--- config.mk ---
export PLATFORM = sky130hd
export DESIGN_NAME = hant_timing
export DESIGN_NICKNAME = d
export VERILOG_FILES = /design/src/hdl/hant_pkg.sv /design/src/hdl/hant_hop_if.sv /design/src/hdl/hant_hop_track.sv /design/src/hdl/hant_timing.sv
export SDC_FILE = /design/constraint.sdc
export NUM_CORES = 1
export LEC_CHECK = 0
export CORE_MARGIN = 8
export CORE_UTILIZATION = 60
export CTS_BUF_LIST = sky130_fd_sc_hd__clkbuf_8 sky130_fd_sc_hd__clkbuf_16
export CTS_CLUSTER_DIAMETER = 40
export DETAILED_ROUTE_END_ITERATION = 10
export DONT_BUFFER_PORTS = 1
export PLACE_DENSITY = 0.73
export SYNTH_ARGS = -nofsm -noshare
export SYNTH_HDL_FRONTEND = slang
export SYNTH_HIERARCHICAL = 1
export SYNTH_SLANG_ARGS = --single-unit
--- constraint.sdc ---
create_clock -name core_clk_i -period 5.1 [get_ports core_clk_i]
set_input_delay 0.765 -clock core_clk_i [delete_from_list [all_inputs] [get_ports core_clk_i]]
set_output_delay 0.765 -clock core_clk_i [all_outputs]
set_load 0.01 [all_outputs]
--- src/hdl/hant_pkg.sv ---
package hant_pkg;

    // ------------------------------------------------------------
    // Register map (word addresses on the plain register port)
    // ------------------------------------------------------------
    localparam logic [3:0] ADDR_CTRL = 4'h0;
    localparam logic [3:0] ADDR_LONG_DWELL = 4'h1;
    localparam logic [3:0] ADDR_HOP_PERIOD = 4'h2;
    localparam logic [3:0] ADDR_SLOT = 4'h3;
    localparam logic [3:0] ADDR_STATUS = 4'h4;
    localparam logic [3:0] ADDR_LAST_BIT_TS = 4'h5;
    localparam logic [3:0] ADDR_FLAG_TS = 4'h6;
    localparam logic [3:0] ADDR_HOLD_S = 4'h7;
    localparam logic [3:0] ADDR_TIME = 4'h8;

    // ------------------------------------------------------------
    // Control field positions
    // ------------------------------------------------------------
    localparam int CTRL_DWELL_KNOWN = 0;
    localparam int CTRL_FEC = 1;
    localparam int CTRL_DISP = 2;
    localparam int CTRL_TX_REQ = 3;

    // ------------------------------------------------------------
    // Reset values and timing constants
    // ------------------------------------------------------------
    localparam logic [31:0] CTRL_RST = 32'h0000_0000;
    localparam logic [31:0] LONG_DWELL_RST = 32'h0000_0000;
    localparam logic [31:0] HOP_PERIOD_RST = 32'h0000_4E20;
    localparam logic [31:0] SLOT_RST = 32'h0000_0100;
    localparam logic [31:0] BASE_S_RST = 32'h0000_0400;
    localparam logic [31:0] ACK_T3_S_ADD = 32'h0000_0800;
    localparam logic [1:0] ACK_SINGLE = 2'h0;
    localparam logic [1:0] ACK_MULTI_T3 = 2'h3;

endpackage : hant_pkg

--- src/hdl/hant_hop_if.sv ---
`timescale 1ns/1ns
// Hop tracker outputs toward the timing core
interface hant_hop_if;
    logic hop_pulse;
    logic hop_predict;
    logic hop_seen;

    modport tracker (output hop_pulse, output hop_predict, output hop_seen);
    modport core (input hop_pulse, input hop_predict, input hop_seen);
endinterface : hant_hop_if

--- src/hdl/hant_hop_track.sv ---
`timescale 1ns/1ns
// Detects hops on the radio hop-sync line and predicts the next one.
module hant_hop_track #(
    parameter int CW = 32
) (
    input wire logic core_clk_i,
    input wire logic reset_n_i,
    input wire logic hop_sync_i,
    input wire logic dwell_known_i,
    input wire logic [CW-1:0] hop_period_i,
    input wire logic [CW-1:0] slot_i,
    hant_hop_if.tracker hop
);
    logic sync_d_ff, nxt_sync_d;
    logic seen_ff, nxt_seen;
    logic [CW-1:0] cnt_ff, nxt_cnt;
    logic edge_w;
    logic [CW-1:0] span_w;

    // ------------------------------------------------------------
    // Edge detect and prediction counter
    // ------------------------------------------------------------
    assign edge_w = hop_sync_i & ~sync_d_ff;
    // Without hop timing, every slot is treated as a hop
    assign span_w = (dwell_known_i && seen_ff) ? hop_period_i
                                               : slot_i;

    always_comb begin
        nxt_sync_d = hop_sync_i;
        nxt_seen = seen_ff | edge_w;
        nxt_cnt = cnt_ff + {{(CW-1){1'b0}}, 1'b1};
        // Real hop re-aligns the prediction, so drift never builds up
        if (edge_w || cnt_ff >= span_w - {{(CW-1){1'b0}}, 1'b1}) begin
            nxt_cnt = '0;
        end
    end

    always_ff @(posedge core_clk_i or negedge reset_n_i) begin
        if (!reset_n_i) begin
            sync_d_ff <= 1'b0;
            seen_ff <= 1'b0;
            cnt_ff <= '0;
        end else begin
            sync_d_ff <= nxt_sync_d;
            seen_ff <= nxt_seen;
            cnt_ff <= nxt_cnt;
        end
    end

    assign hop.hop_pulse = edge_w;
    assign hop.hop_predict = (cnt_ff == span_w - {{(CW-1){1'b0}}, 1'b1});
    assign hop.hop_seen = seen_ff;
endmodule : hant_hop_track

--- src/hdl/hant_timing.sv ---
`timescale 1ns/1ns
module hant_timing #(
    parameter int CW = 32
) (
    input wire logic core_clk_i,
    input wire logic reset_n_i,
    input wire logic [3:0] reg_addr_i,
    input wire logic [31:0] reg_wdata_i,
    input wire logic reg_wr_i,
    input wire logic reg_rd_i,
    output logic [31:0] reg_rdata_o,
    input wire logic hop_sync_i,
    input wire logic rx_multi_dwell_i,
    input wire logic rx_last_bit_i,
    input wire logic rx_final_flag_i,
    output logic tx_start_o,
    output logic ack_multi_dwell_o,
    output logic fec_en_o,
    output logic disp_en_o
);
    typedef enum {ST_IDLE, ST_WAIT_LONG, ST_WAIT_NEXT} hant_tx_st_t;

    hant_hop_if hop_bus ();

    logic [31:0] ctrl_ff, nxt_ctrl;
    logic [31:0] long_dwell_ff, nxt_long_dwell;
    logic [31:0] hop_period_ff, nxt_hop_period;
    logic [31:0] slot_ff, nxt_slot;
    logic [31:0] rdata_ff, nxt_rdata;
    logic [CW-1:0] time_ff, nxt_time;
    logic [CW-1:0] last_ts_ff, nxt_last_ts;
    logic [CW-1:0] flag_ts_ff, nxt_flag_ts;
    logic last_md_ff, nxt_last_md;
    logic ts_new_ff, nxt_ts_new;
    hant_tx_st_t st_ff, nxt_st;
    logic tx_start_ff, nxt_tx_start;
    logic ack_md_ff, nxt_ack_md;
    logic fec_ff, nxt_fec;
    logic disp_ff, nxt_disp;
    logic hop_w;
    logic long_ok_w;
    logic [31:0] hold_s_w;

    // Widen a counter value into the 32-bit read path
    function automatic logic [31:0] hant_w32(input logic [CW-1:0] v);
        hant_w32 = 32'(v);
    endfunction : hant_w32

    // ------------------------------------------------------------
    // Hop tracking
    // ------------------------------------------------------------
    hant_hop_track #(.CW(CW)) u_hop (
        .core_clk_i(core_clk_i),
        .reset_n_i(reset_n_i),
        .hop_sync_i(hop_sync_i),
        .dwell_known_i(ctrl_ff[hant_pkg::CTRL_DWELL_KNOWN]),
        .hop_period_i(CW'(hop_period_ff)),
        .slot_i(CW'(slot_ff)),
        .hop(hop_bus.tracker)
    );

    // A hop is taken as the detected edge or the predicted boundary
    assign hop_w = hop_bus.hop_pulse | hop_bus.hop_predict;

    // A long dwell only counts when configured and dwell length is known
    assign long_ok_w = (long_dwell_ff != 32'h0000_0000) &&
                       ctrl_ff[hant_pkg::CTRL_DWELL_KNOWN];

    // Inflated S term; fixed type 3 ack at worst hop rate when multi-dwell
    assign hold_s_w = ack_md_ff ? hant_pkg::BASE_S_RST + hant_pkg::ACK_T3_S_ADD
                                : hant_pkg::BASE_S_RST;

    // ------------------------------------------------------------
    // Register file next state
    // ------------------------------------------------------------
    always_comb begin
        nxt_ctrl = ctrl_ff;
        nxt_long_dwell = long_dwell_ff;
        nxt_hop_period = hop_period_ff;
        nxt_slot = slot_ff;
        nxt_rdata = 32'h0000_0000;
        if (reg_wr_i) begin
            case (reg_addr_i)
                hant_pkg::ADDR_CTRL: nxt_ctrl = reg_wdata_i;
                hant_pkg::ADDR_LONG_DWELL: nxt_long_dwell = reg_wdata_i;
                hant_pkg::ADDR_HOP_PERIOD: nxt_hop_period = reg_wdata_i;
                hant_pkg::ADDR_SLOT: nxt_slot = reg_wdata_i;
                default: ;
            endcase
        end
        // Start request is a self-clearing bit
        if (st_ff != ST_IDLE) begin
            nxt_ctrl[hant_pkg::CTRL_TX_REQ] = 1'b0;
        end
        if (reg_rd_i) begin
            case (reg_addr_i)
                hant_pkg::ADDR_CTRL: nxt_rdata = ctrl_ff;
                hant_pkg::ADDR_LONG_DWELL: nxt_rdata = long_dwell_ff;
                hant_pkg::ADDR_HOP_PERIOD: nxt_rdata = hop_period_ff;
                hant_pkg::ADDR_SLOT: nxt_rdata = slot_ff;
                hant_pkg::ADDR_STATUS:
                    nxt_rdata = {26'h0, ts_new_ff, last_md_ff,
                                 hop_bus.hop_seen, st_ff == ST_IDLE,
                                 ack_md_ff, long_ok_w};
                hant_pkg::ADDR_LAST_BIT_TS: nxt_rdata = hant_w32(last_ts_ff);
                hant_pkg::ADDR_FLAG_TS: nxt_rdata = hant_w32(flag_ts_ff);
                hant_pkg::ADDR_HOLD_S: nxt_rdata = hold_s_w;
                hant_pkg::ADDR_TIME: nxt_rdata = hant_w32(time_ff);
                default: nxt_rdata = 32'h0000_0000;
            endcase
        end
    end

    always_ff @(posedge core_clk_i or negedge reset_n_i) begin
        if (!reset_n_i) begin
            ctrl_ff <= hant_pkg::CTRL_RST;
            long_dwell_ff <= hant_pkg::LONG_DWELL_RST;
            hop_period_ff <= hant_pkg::HOP_PERIOD_RST;
            slot_ff <= hant_pkg::SLOT_RST;
            rdata_ff <= 32'h0000_0000;
        end else begin
            ctrl_ff <= nxt_ctrl;
            long_dwell_ff <= nxt_long_dwell;
            hop_period_ff <= nxt_hop_period;
            slot_ff <= nxt_slot;
            rdata_ff <= nxt_rdata;
        end
    end

    // ------------------------------------------------------------
    // Receive timestamps
    // ------------------------------------------------------------
    always_comb begin
        nxt_time = time_ff + {{(CW-1){1'b0}}, 1'b1};
        nxt_last_ts = last_ts_ff;
        nxt_flag_ts = flag_ts_ff;
        nxt_last_md = last_md_ff;
        nxt_ts_new = ts_new_ff;
        // Reading the last-bit stamp clears the fresh flag; capture wins
        if (reg_rd_i && reg_addr_i == hant_pkg::ADDR_LAST_BIT_TS) begin
            nxt_ts_new = 1'b0;
        end
        // Rate of multi-dwell data is unknown, so stamp the bit itself
        if (rx_last_bit_i) begin
            nxt_last_ts = time_ff;
            nxt_last_md = rx_multi_dwell_i;
            nxt_ts_new = 1'b1;
        end
        if (rx_final_flag_i) begin
            nxt_flag_ts = time_ff;
        end
    end

    always_ff @(posedge core_clk_i or negedge reset_n_i) begin
        if (!reset_n_i) begin
            time_ff <= '0;
            last_ts_ff <= '0;
            flag_ts_ff <= '0;
            last_md_ff <= 1'b0;
            ts_new_ff <= 1'b0;
        end else begin
            time_ff <= nxt_time;
            last_ts_ff <= nxt_last_ts;
            flag_ts_ff <= nxt_flag_ts;
            last_md_ff <= nxt_last_md;
            ts_new_ff <= nxt_ts_new;
        end
    end

    // ------------------------------------------------------------
    // Transmit start sequencer
    // ------------------------------------------------------------
    always_comb begin
        nxt_st = st_ff;
        nxt_tx_start = 1'b0;
        nxt_ack_md = ~long_ok_w;
        nxt_fec = ctrl_ff[hant_pkg::CTRL_FEC];
        nxt_disp = ctrl_ff[hant_pkg::CTRL_DISP];
        case (st_ff)
            ST_IDLE: begin
                if (ctrl_ff[hant_pkg::CTRL_TX_REQ]) begin
                    nxt_st = ST_WAIT_LONG;
                end
            end
            // First hop opens the guaranteed long dwell
            ST_WAIT_LONG: begin
                if (hop_w) begin
                    nxt_st = ST_WAIT_NEXT;
                end
            end
            // Crypto sync is imprecise, so skip to the following dwell
            ST_WAIT_NEXT: begin
                if (hop_w) begin
                    nxt_tx_start = 1'b1;
                    nxt_st = ST_IDLE;
                end
            end
            default: nxt_st = ST_IDLE;
        endcase
    end

    always_ff @(posedge core_clk_i or negedge reset_n_i) begin
        if (!reset_n_i) begin
            st_ff <= ST_IDLE;
            tx_start_ff <= 1'b0;
            ack_md_ff <= 1'b1;
            fec_ff <= 1'b0;
            disp_ff <= 1'b0;
        end else begin
            st_ff <= nxt_st;
            tx_start_ff <= nxt_tx_start;
            ack_md_ff <= nxt_ack_md;
            fec_ff <= nxt_fec;
            disp_ff <= nxt_disp;
        end
    end

    assign reg_rdata_o = rdata_ff;
    assign tx_start_o = tx_start_ff;
    assign ack_multi_dwell_o = ack_md_ff;
    assign fec_en_o = fec_ff;
    assign disp_en_o = disp_ff;
endmodule : hant_timing

==> results of run 1 <==
[logic make-up after synthesis]
kind of cell               Yosys count  synth area share [%]
DFF                                298                  50.9
and+or+nand+nor                    283                  10.7
xor gates and xnor gates            89                  5.32
muxes                              228                  17.3
adders and majority gates           34                  2.90
AOI/OAI and AO/OA                  203                  10.4
buffers and inverters               80                  2.53
[registers in the layout (all words and copies together), names as in the netlist]
| signal | flops |
|---|---|
| ts_new_ff | 1 |
| ctrl_ff | 32 |
| last_ts_ff | 32 |
| fec_en_o | 1 |
| u_hop/hop.hop_seen | 1 |
| tx_start_o | 1 |
| u_hop/cnt_ff | 32 |
| st_ff | 2 |
| ack_multi_dwell_o | 1 |
| reg_rdata_o | 32 |
| disp_en_o | 1 |
| time_ff | 32 |
| u_hop/sync_d_ff | 1 |
| long_dwell_ff | 32 |
| last_md_ff | 1 |
| slot_ff | 32 |
| hop_period_ff | 32 |
| flag_ts_ff | 32 |
[how the worst max path moves through the flow]
stage          slack (ns)          endpoint
6_report             0.35   u_hop/cnt_ff[8]
5_1_grt             0.008  u_hop/cnt_ff[17]
4_1_cts              0.36  u_hop/cnt_ff[17]
3_5_place_dp         0.37  u_hop/cnt_ff[17]
3_3_place_gp         0.62  u_hop/cnt_ff[17]
2_1_floorplan        0.95  u_hop/cnt_ff[22]
[timing repair]
action	4_1_cts	5_1_grt
gates resized for setup	0	0
setup endpoints to repair	0	0
hold endpoints to repair	291	291
[power by group]
group / internal [mW] / switching [mW] / total [mW] / leakage, nW
clock: 2.08 / 1.09 / 3.17 / 0.775
sequential: 2.65 / 0.356 / 3.01 / 3.86
combinational: 0.445 / 0.466 / 0.911 / 2.67
[Yosys cell counts, types with 7 or more instances]
library cell                 n
sky130_fd_sc_hd__a211o_1    12
sky130_fd_sc_hd__a21o_1      7
sky130_fd_sc_hd__a21oi_1    26
sky130_fd_sc_hd__a222oi_1   30
sky130_fd_sc_hd__a22oi_1    55
sky130_fd_sc_hd__a31oi_1    29
sky130_fd_sc_hd__and2_1     12
sky130_fd_sc_hd__and3_1     12
sky130_fd_sc_hd__buf_1       8
sky130_fd_sc_hd__buf_2      35
sky130_fd_sc_hd__buf_4       7
sky130_fd_sc_hd__clkbuf_1   20
sky130_fd_sc_hd__dfrtp_1   291
sky130_fd_sc_hd__dfstp_2     7
sky130_fd_sc_hd__ha_1       34
sky130_fd_sc_hd__inv_1       9
sky130_fd_sc_hd__mux2_1    153
sky130_fd_sc_hd__mux2_2     45
sky130_fd_sc_hd__mux2i_1    30
sky130_fd_sc_hd__nand2_1    53
sky130_fd_sc_hd__nand3_1    29
sky130_fd_sc_hd__nand4_1    31
sky130_fd_sc_hd__nor2_1     63
sky130_fd_sc_hd__nor3_1     19
sky130_fd_sc_hd__nor4_1     12
sky130_fd_sc_hd__o21ai_0    10
sky130_fd_sc_hd__xnor2_1    51
sky130_fd_sc_hd__xor2_1     38
[layer usage]
layer  part of all wire, %  up-vias
li1                      -     4562
met1                    42     5426
met2                    48      456
met3                   8.3       74
met4                   2.1        0
met5                     0        -
[through the flow]
stage | utilization, % | instances | area, um^2 | worst slack, ns
5_1_grt | 68.1 | 1563 | 16500 | 0.00760
3_5_place_dp | 61.7 | 1486 | 14900 | 0.367
4_1_cts | 68.1 | 1563 | 16500 | 0.363
2_1_floorplan | - | 1215 | 14700 | 0.954
3_3_place_gp | 61.7 | 1486 | 14900 | 0.621
6_report | 68.1 | 1563 | 16500 | 0.346
[worst max-delay path, cell delays in order (launching register included)]
cell and delay [ns]:
sky130_fd_sc_hd__dfrtp_1 0.69, sky130_fd_sc_hd__or4bb_1 0.56, sky130_fd_sc_hd__a222oi_1 0.62, sky130_fd_sc_hd__and2_1 0.28
sky130_fd_sc_hd__nor4b_2 0.26, sky130_fd_sc_hd__xor2_1 0.19, sky130_fd_sc_hd__mux2i_1 0.09, sky130_fd_sc_hd__ha_1 0.29
sky130_fd_sc_hd__a21o_1 0.19, sky130_fd_sc_hd__a21o_1 0.17, sky130_fd_sc_hd__a211o_1 0.28, sky130_fd_sc_hd__a2111oi_0 0.50
sky130_fd_sc_hd__nand2_1 0.10, sky130_fd_sc_hd__buf_4 0.25, sky130_fd_sc_hd__nor2_1 0.15
[cells in the final DEF (no fill, tap or decap), types with 10 or more instances in the layout]
master	count
sky130_fd_sc_hd__nand4_1	31
sky130_fd_sc_hd__inv_1	15
sky130_fd_sc_hd__a31oi_1	29
sky130_fd_sc_hd__dfrtp_1	291
sky130_fd_sc_hd__mux2_2	45
sky130_fd_sc_hd__bufinv_16	10
sky130_fd_sc_hd__clkbuf_16	43
sky130_fd_sc_hd__a22oi_1	55
sky130_fd_sc_hd__nand3_1	29
sky130_fd_sc_hd__a211o_1	12
sky130_fd_sc_hd__buf_4	17
sky130_fd_sc_hd__a21oi_1	26
sky130_fd_sc_hd__nor4_1	11
sky130_fd_sc_hd__nor2_1	62
sky130_fd_sc_hd__mux2_1	153
sky130_fd_sc_hd__and2_1	11
sky130_fd_sc_hd__nand2_1	53
sky130_fd_sc_hd__nor3_1	18
sky130_fd_sc_hd__a222oi_1	30
sky130_fd_sc_hd__o21ai_0	10
sky130_fd_sc_hd__mux2i_1	30
sky130_fd_sc_hd__and3_1	12
sky130_fd_sc_hd__ha_1	34
sky130_fd_sc_hd__xnor2_1	51
sky130_fd_sc_hd__xor2_1	38
[layout make-up]
type	instances	area [um^2]
well taps	324	405
flip-flops and latches	298	7470
repair buffers	17	128
clock buffers	45	1100
multi-input cells	837	6870
clock inverters	32	460
inverters	10	37.5
fillers	1738	7710
==> impl_results.html, run 1 <==
<table>
<tr><th>Metric</th><th>Value</th></tr>
<tr><th colspan="2">Pwr</th></tr>
<tr><td>Pwr Total</td><td>7.09 mW</td></tr>
<tr><td>Leakage dissipation</td><td>7.31 nW</td></tr>
<tr><td>Total power density per cell area</td><td>431 nW/um^2</td></tr>
<tr><td>Peak VDD IR</td><td>0.000318 V</td></tr>
<tr><th colspan="2">Yosys</th></tr>
<tr><td>Dominant cell type by area after synthesis</td><td>sky130_fd_sc_hd__dfrtp_1</td></tr>
<tr><td>Mean area per synthesized cell</td><td>12.1 um^2</td></tr>
<tr><td>Seq cells post-synth</td><td>298</td></tr>
<tr><td>Primary flip-flop cell chosen by synthesis mapping</td><td>sky130_fd_sc_hd__dfrtp_1</td></tr>
<tr><td>Synth Net Count</td><td>1293</td></tr>
<tr><td>Warning count from the yosys run</td><td>6</td></tr>
<tr><td>Fraction of synthesized cell area taken by the top area cell type</td><td>49.7%</td></tr>
<tr><td>Number of enable flip-flop cells after synthesis</td><td>0</td></tr>
<tr><td>Register area share after synthesis</td><td>50.9%</td></tr>
<tr><td>Gate count of the mapped netlist</td><td>1215</td></tr>
<tr><td>Area contributors post-synth</td><td>sky130_fd_sc_hd__dfrtp_1 (50%), sky130_fd_sc_hd__mux2_1 (12%), sky130_fd_sc_hd__mux2_2 (3.5%)</td></tr>
<tr><td>Synth Cell Area</td><td>14700 um^2</td></tr>
<tr><td>Number of library cell types mapped by synthesis</td><td>67</td></tr>
<tr><td>Async S/R FF share, synth</td><td>100%</td></tr>
<tr><th colspan="2">Clock network</th></tr>
<tr><td>Cell at the root of the clock tree</td><td>sky130_fd_sc_hd__clkbuf_16</td></tr>
<tr><td>CTS Buf Count</td><td>42</td></tr>
<tr><td>CTS tree</td><td>yes</td></tr>
<tr><td>Maximum buffer depth of the clock tree</td><td>3</td></tr>
<tr><td>Post-CTS setup buffer count</td><td>0</td></tr>
<tr><td>Number of levels the H-tree was split into</td><td>2</td></tr>
<tr><td>Clock Pin Slew Worst Setup and Hold Paths</td><td>0.05 ns</td></tr>
<tr><td>Sinks on the clock net</td><td>298</td></tr>
<tr><td>Clock latency on the worst-skew pair</td><td>0.54 ns</td></tr>
<tr><th colspan="2">Floorplanning</th></tr>
<tr><td>Std cell rows</td><td>57</td></tr>
<tr><td>DIE WIDTH</td><td>172 um</td></tr>
<tr><td>Starting density of the core</td><td>60.6%</td></tr>
<tr><td>Die footprint</td><td>29700 um^2</td></tr>
<tr><td>Die height</td><td>172 um</td></tr>
<tr><td>Core ar.</td><td>24200 um^2</td></tr>
<tr><td>I/O pins</td><td>80</td></tr>
<tr><th colspan="2">Critical path</th></tr>
<tr><td>Worst R2R Path Depth</td><td>14</td></tr>
<tr><td>Type of destination of the critical path</td><td>flop</td></tr>
<tr><td>Worst setup path startpoint</td><td>u_hop/hop.hop_seen</td></tr>
<tr><td>Category of the most critical setup path</td><td>flop to flop</td></tr>
<tr><td>Data required time at the worst endpoint</td><td>5.54 ns</td></tr>
<tr><td>Worst setup SP type</td><td>flop</td></tr>
<tr><td>Critical Path AT</td><td>5.19 ns</td></tr>
<tr><td>Reg2reg start</td><td>u_hop/hop.hop_seen</td></tr>
<tr><td>Maximum fanout encountered on the critical timing path</td><td>31</td></tr>
<tr><td>Reg-to-reg endpoint</td><td>u_hop/cnt_ff[8]</td></tr>
<tr><td>Reg-to-reg setup timing slack</td><td>0.35 ns</td></tr>
<tr><th colspan="2">Detailed routing</th></tr>
<tr><td>DRC violation count after routing</td><td>0</td></tr>
<tr><td>Via total after detailed routing</td><td>10518</td></tr>
<tr><td>Antenna Nets Post-Route</td><td>0</td></tr>
<tr><td>Number of detailed-routing iterations run before antenna repair</td><td>7</td></tr>
<tr><td>Total routed wirelength</td><td>39.6 mm</td></tr>
<tr><td>1st-iter DRT viols</td><td>1055</td></tr>
<tr><td>Vias per std cell</td><td>6.73</td></tr>
<tr><td>Wire per inst</td><td>25.4 um</td></tr>
<tr><th colspan="2">Global route</th></tr>
<tr><td>Pin count of the biggest net entering global routing</td><td>299</td></tr>
<tr><td>Number of antenna violations at the first check in global routing</td><td>0</td></tr>
<tr><td>Global routing usage on met1</td><td>37.0%</td></tr>
<tr><td>Most used routing layer</td><td>met2</td></tr>
<tr><td>Total GRT Usage</td><td>27.3%</td></tr>
<tr><td>M3 GR Usage</td><td>5.62%</td></tr>
<tr><td>Remaining global-route overflow</td><td>0</td></tr>
<tr><td>Global Route met2 Usage</td><td>43.5%</td></tr>
<tr><td>Number of global-route vias before repair</td><td>10648</td></tr>
<tr><td>First-pass GRT wire length</td><td>62.2 mm</td></tr>
<tr><th colspan="2">Place</th></tr>
<tr><td>Detail Placement HPWL</td><td>25.6 mm</td></tr>
<tr><td>Routability-driven placement congestion ratio</td><td>0.875</td></tr>
<tr><td>Count of buffers inserted at the top-level ports</td><td>0</td></tr>
<tr><th colspan="2">Cells and area</th></tr>
<tr><td>Layout cells sized above 1</td><td>13.0%</td></tr>
<tr><td>P&amp;R area growth vs syn</td><td>12.4%</td></tr>
<tr><td>Total inserted antenna cells</td><td>0</td></tr>
<tr><td>Layout net count</td><td>1284</td></tr>
<tr><th colspan="2">Timing</th></tr>
<tr><td>Final count of negative-setup-slack endpoints</td><td>0</td></tr>
<tr><td>Peak Freq</td><td>210 MHz</td></tr>
<tr><td>Number of hold violations in the final report</td><td>20</td></tr>
<tr><td>Pins over their slew limit</td><td>0</td></tr>
<tr><td>Min Clock Period, post-route</td><td>4.75 ns</td></tr>
<tr><td>Total Neg Setup Slack</td><td>0 ns</td></tr>
<tr><td>Part of the cycle the worst path needs</td><td>93.2%</td></tr>
<tr><td>Setup repair after global routing missed its margin</td><td>no</td></tr>
<tr><td>Slew HR</td><td>14.4%</td></tr>
<tr><td>Worst clock skew on the final layout</td><td>0.0337 ns</td></tr>
<tr><td>Slew at the pin closest to its max-slew limit</td><td>1.28 ns</td></tr>
<tr><td>Worst hold-check slack</td><td>-0.0316 ns</td></tr>
<tr><th colspan="2">Outcome</th></tr>
<tr><td>Violated checks</td><td>negative hold slack</td></tr>
<tr><td>Outcome</td><td>finished with violations</td></tr>
<tr><th colspan="2">Worst hold path</th></tr>
<tr><td>Hold WC Path Type</td><td>input port to async pin</td></tr>
<tr><th colspan="2">Run</th></tr>
<tr><td>Max_cap viols</td><td>0</td></tr>
</table>
No activity file was read; power rests on OpenSTA's default activity.
==> run 2, diff against run 1 <==
--- a/config.mk
+++ b/config.mk
@@ -12,7 +12,7 @@
 export DETAILED_ROUTE_END_ITERATION = 10
 export DONT_BUFFER_PORTS = 1
 export PLACE_DENSITY = 0.73
+export REMOVE_ABC_BUFFERS = 1
 export SYNTH_ARGS = -nofsm -noshare
 export SYNTH_HDL_FRONTEND = slang
-export SYNTH_HIERARCHICAL = 1
 export SYNTH_SLANG_ARGS = --single-unit
==> run 2 against run 1 <==
  * The run still ends with negative hold slack left
  * Die area is 1.5% lower
  * Wire length is 3.0% lower
  * Clock-buffer cell count is 5 lower
  * First-iteration DRC count is 7.5% higher
  * Power is 6.0% lower
  * Largest cell class unchanged
==> impl_results.html, run 2 <==
<table>
<tr><th>Metric</th><th>Value</th></tr>
<tr><th colspan="2">Yosys</th></tr>
<tr><td>Warning count from the yosys run</td><td>0</td></tr>
<tr><td>Number of enable flip-flop cells after synthesis</td><td>0</td></tr>
<tr><td>Gate count of the mapped netlist</td><td>1216</td></tr>
<tr><td>Number of library cell types mapped by synthesis</td><td>60</td></tr>
<tr><td>Mean area per synthesized cell</td><td>11.9 um^2</td></tr>
<tr><td>Top cell types by occurrence after synthesis</td><td>sky130_fd_sc_hd__dfrtp_1 (291), sky130_fd_sc_hd__mux2_2 (192), sky130_fd_sc_hd__nand2_1 (98)</td></tr>
<tr><td>Area contributors post-synth</td><td>sky130_fd_sc_hd__dfrtp_1 (51%), sky130_fd_sc_hd__mux2_2 (15%), sky130_fd_sc_hd__a222oi_1 (3.6%)</td></tr>
<tr><td>Register area share after synthesis</td><td>51.8%</td></tr>
<tr><td>Cell with the most instances after synthesis</td><td>sky130_fd_sc_hd__dfrtp_1</td></tr>
<tr><td>Async S/R FF share, synth</td><td>100%</td></tr>
<tr><td>Fraction of synthesized cell area taken by the top area cell type</td><td>50.5%</td></tr>
<tr><td>Synth Cell Area</td><td>14400 um^2</td></tr>
<tr><td>Primary flip-flop cell chosen by synthesis mapping</td><td>sky130_fd_sc_hd__dfrtp_1</td></tr>
<tr><td>Dominant cell type by area after synthesis</td><td>sky130_fd_sc_hd__dfrtp_1</td></tr>
<tr><td>Seq cells post-synth</td><td>298</td></tr>
<tr><th colspan="2">Place</th></tr>
<tr><td>Post-place instance area</td><td>14700 um^2</td></tr>
<tr><td>Instance count after placement with tap cells included</td><td>1485</td></tr>
<tr><td>Setup WS pre-CTS</td><td>0.864 ns</td></tr>
<tr><td>Detail Placement HPWL</td><td>24.9 mm</td></tr>
<tr><td>Routability-driven placement congestion ratio</td><td>0.908</td></tr>
<tr><td>Count of buffers inserted at the top-level ports</td><td>0</td></tr>
<tr><th colspan="2">Global route</th></tr>
<tr><td>Number of global-route vias before repair</td><td>10655</td></tr>
<tr><td>First-pass GRT wire length</td><td>60.6 mm</td></tr>
<tr><td>Total GRT Usage</td><td>26.8%</td></tr>
<tr><td>Pin count of the biggest net entering global routing</td><td>299</td></tr>
<tr><td>Number of antenna violations at the first check in global routing</td><td>2</td></tr>
<tr><td>Remaining global-route overflow</td><td>0</td></tr>
<tr><th colspan="2">Critical path</th></tr>
<tr><td>Type of destination of the critical path</td><td>flop</td></tr>
<tr><td>Cell family with most CP delay</td><td>compound AO/OA/AOI/OAI gates</td></tr>
<tr><td>Critical Path AT</td><td>4.76 ns</td></tr>
<tr><td>Worst setup SP type</td><td>flop</td></tr>
<tr><td>Reg2reg start</td><td>ctrl_ff[0]</td></tr>
<tr><td>Master of the slowest instance on the critical path</td><td>sky130_fd_sc_hd__dfrtp_1</td></tr>
<tr><td>Category of the most critical setup path</td><td>flop to flop</td></tr>
<tr><td>Maximum fanout encountered on the critical timing path</td><td>32</td></tr>
<tr><td>Worst R2R Path Depth</td><td>14</td></tr>
<tr><td>Data required time at the worst endpoint</td><td>5.55 ns</td></tr>
<tr><td>Critical Path Max Stage Delay</td><td>0.63 ns</td></tr>
<tr><td>Reg-to-reg endpoint</td><td>u_hop.cnt_ff[21]</td></tr>
<tr><td>Reg-to-reg setup timing slack</td><td>0.78 ns</td></tr>
<tr><td>CP Buf/Inv Count</td><td>1</td></tr>
<tr><td>Cell-by-cell listing of the critical path</td><td>nand2_1, nand2_1, a2111oi_4, nand2b_1, o31a_1, a21oi_1, ha_1, a21o_1, a21o_1, a21oi_1, o211a_1, nand4_1, buf_4, nor2_1</td></tr>
<tr><th colspan="2">Outcome</th></tr>
<tr><td>Violated checks</td><td>negative hold slack</td></tr>
<tr><td>Outcome</td><td>finished with violations</td></tr>
<tr><th colspan="2">Clock network</th></tr>
<tr><td>CTS Buf Count</td><td>38</td></tr>
<tr><td>Post-CTS setup buffer count</td><td>0</td></tr>
<tr><td>Clock latency on the worst-skew pair</td><td>0.54 ns</td></tr>
<tr><td>CTS tree</td><td>yes</td></tr>
<tr><td>Clock Pin Slew Worst Setup and Hold Paths</td><td>0.06 ns</td></tr>
<tr><td>Cts repair resizes</td><td>0</td></tr>
<tr><td>Maximum buffer depth of the clock tree</td><td>3</td></tr>
<tr><td>Number of levels the H-tree was split into</td><td>2</td></tr>
<tr><td>Cell at the root of the clock tree</td><td>sky130_fd_sc_hd__clkbuf_16</td></tr>
<tr><td>Sinks on the clock net</td><td>298</td></tr>
<tr><th colspan="2">Detailed routing</th></tr>
<tr><td>Via total after detailed routing</td><td>10266</td></tr>
<tr><td>Vias per std cell</td><td>6.61</td></tr>
<tr><td>Total routed wirelength</td><td>38.4 mm</td></tr>
<tr><td>1st-iter DRT viols</td><td>1134</td></tr>
<tr><td>Antenna Nets Post-Route</td><td>0</td></tr>
<tr><td>DRC violation count after routing</td><td>0</td></tr>
<tr><td>Wire per inst</td><td>24.7 um</td></tr>
<tr><td>Number of detailed-routing iterations run before antenna repair</td><td>6</td></tr>
<tr><th colspan="2">Floorplanning</th></tr>
<tr><td>I/O pins</td><td>80</td></tr>
<tr><td>Std cell rows</td><td>56</td></tr>
<tr><td>DIE WIDTH</td><td>171 um</td></tr>
<tr><td>Starting density of the core</td><td>61.2%</td></tr>
<tr><td>Core ar.</td><td>23500 um^2</td></tr>
<tr><td>Die height</td><td>171 um</td></tr>
<tr><td>Die footprint</td><td>29200 um^2</td></tr>
<tr><th colspan="2">Cells and area</th></tr>
<tr><td>Final core occ</td><td>67.9%</td></tr>
<tr><td>Count of non-filler cells in the finished layout</td><td>1554</td></tr>
<tr><td>Layout cells sized above 1</td><td>24.1%</td></tr>
<tr><td>Highest-count cells in the layout ignoring fill and taps</td><td>sky130_fd_sc_hd__dfrtp_1 (291), sky130_fd_sc_hd__mux2_2 (192), sky130_fd_sc_hd__nand2_1 (97), sky130_fd_sc_hd__nor2_1 (82), sky130_fd_sc_hd__xnor2_1 (58)</td></tr>
<tr><td>P&amp;R area growth vs syn</td><td>10.9%</td></tr>
<tr><td>Post-Layout Inst Area</td><td>16000 um^2</td></tr>
<tr><td>Most common library cell in the layout ignoring fill and taps</td><td>sky130_fd_sc_hd__dfrtp_1</td></tr>
<tr><td>Total inserted antenna cells</td><td>0</td></tr>
<tr><td>Layout net count</td><td>1284</td></tr>
<tr><th colspan="2">Timing</th></tr>
<tr><td>Final count of negative-setup-slack endpoints</td><td>0</td></tr>
<tr><td>Setup repair after global routing missed its margin</td><td>no</td></tr>
<tr><td>Number of hold violations in the final report</td><td>52</td></tr>
<tr><td>Slew HR</td><td>24.9%</td></tr>
<tr><td>Peak Freq</td><td>232 MHz</td></tr>
<tr><td>Worst hold-check slack</td><td>-0.0570 ns</td></tr>
<tr><td>Part of the cycle the worst path needs</td><td>84.6%</td></tr>
<tr><td>Worst-case setup margin in the final layout</td><td>0.783 ns</td></tr>
<tr><td>Slew at the pin closest to its max-slew limit</td><td>1.12 ns</td></tr>
<tr><td>Total Neg Setup Slack</td><td>0 ns</td></tr>
<tr><td>Worst clock skew on the final layout</td><td>0.0260 ns</td></tr>
<tr><td>Pins over their slew limit</td><td>0</td></tr>
<tr><td>Min Clock Period, post-route</td><td>4.32 ns</td></tr>
<tr><th colspan="2">Pwr</th></tr>
<tr><td>Total power density per cell area</td><td>417 nW/um^2</td></tr>
<tr><td>Peak VDD IR</td><td>0.000326 V</td></tr>
<tr><td>Pwr Total</td><td>6.67 mW</td></tr>
<tr><td>Leakage dissipation</td><td>7.11 nW</td></tr>
<tr><th colspan="2">Run</th></tr>
<tr><td>Max_cap viols</td><td>0</td></tr>
<tr><th colspan="2">Worst hold path</th></tr>
<tr><td>Hold WC Path Type</td><td>input port to async pin</td></tr>
</table>
## run 2: changes by cell type after synthesis, moves of 15 or more
cell / before / now
sky130_fd_sc_hd__a22oi_1: 55 / 4
sky130_fd_sc_hd__clkbuf_1: 20 / 36
sky130_fd_sc_hd__mux2_2: 45 / 192
sky130_fd_sc_hd__a222oi_1: 30 / 52
sky130_fd_sc_hd__buf_1: 8 / 23
sky130_fd_sc_hd__nor2_1: 63 / 86
sky130_fd_sc_hd__nand2_1: 53 / 98
sky130_fd_sc_hd__mux2_1: 153 / 0
sky130_fd_sc_hd__buf_2: 35 / 0
## run 2: kinds of logic (layout without fill, tap and decap cells)
logic type | Yosys count | count (layout) | synth area share [%]
AND/OR/NAND/NOR | 327 | 327 | 11.1
flip-flops | 298 | 298 | 51.8
multiplexers | 221 | 221 | 17.0
AO/OA/AOI/OAI | 173 | 173 | 9.61
XOR/XNOR | 86 | 86 | 5.23
buffers and inverters | 77 | 96 | 2.24
adder cells (fa/ha/maj) | 34 | 34 | 2.95
## run 2: metal layers
layer,wire length [um],part of all wire (%),global-route usage [%]
met3,3500,9.1,6.80
met4,1080,2.8,9.04
met1,16100,42,36.1
met5,26,0.068,0
met2,17800,46,41.8
## run 2: worst max path at each step
| stage | from | to | slack, ns | cells after the start |
|---|---|---|---|---|
| 6_report | ctrl_ff[0] | u_hop.cnt_ff[21] | 0.78 | 14 |
| 5_1_grt | ctrl_ff[0] | u_hop.cnt_ff[21] | 0.48 | 14 |
| 4_1_cts | ctrl_ff[0] | u_hop.cnt_ff[21] | 0.82 | 14 |
| 3_5_place_dp | ctrl_ff[0] | u_hop.cnt_ff[25] | 0.86 | 14 |
| 3_3_place_gp | ctrl_ff[0] | u_hop.cnt_ff[6] | 0.99 | 14 |
| 2_1_floorplan | ctrl_ff[0] | u_hop.cnt_ff[6] | 0.61 | 13 |
## run 2: area by class of cell
type	count	area (um^2)
flip-flops and latches	298	7470
clock inverters	29	337
fillers	1742	7560
repair buffers	14	105
multi-input cells	841	6650
inverters	13	48.8
well taps	319	399
clock buffers	40	978
## run 2: power breakdown
part / switching [mW] / total [mW] / internal (mW)
clock network: 1.05 / 2.72 / 1.67
registers: 0.349 / 3.00 / 2.65
logic: 0.458 / 0.944 / 0.486
total: 1.86 / 6.67 / 4.81
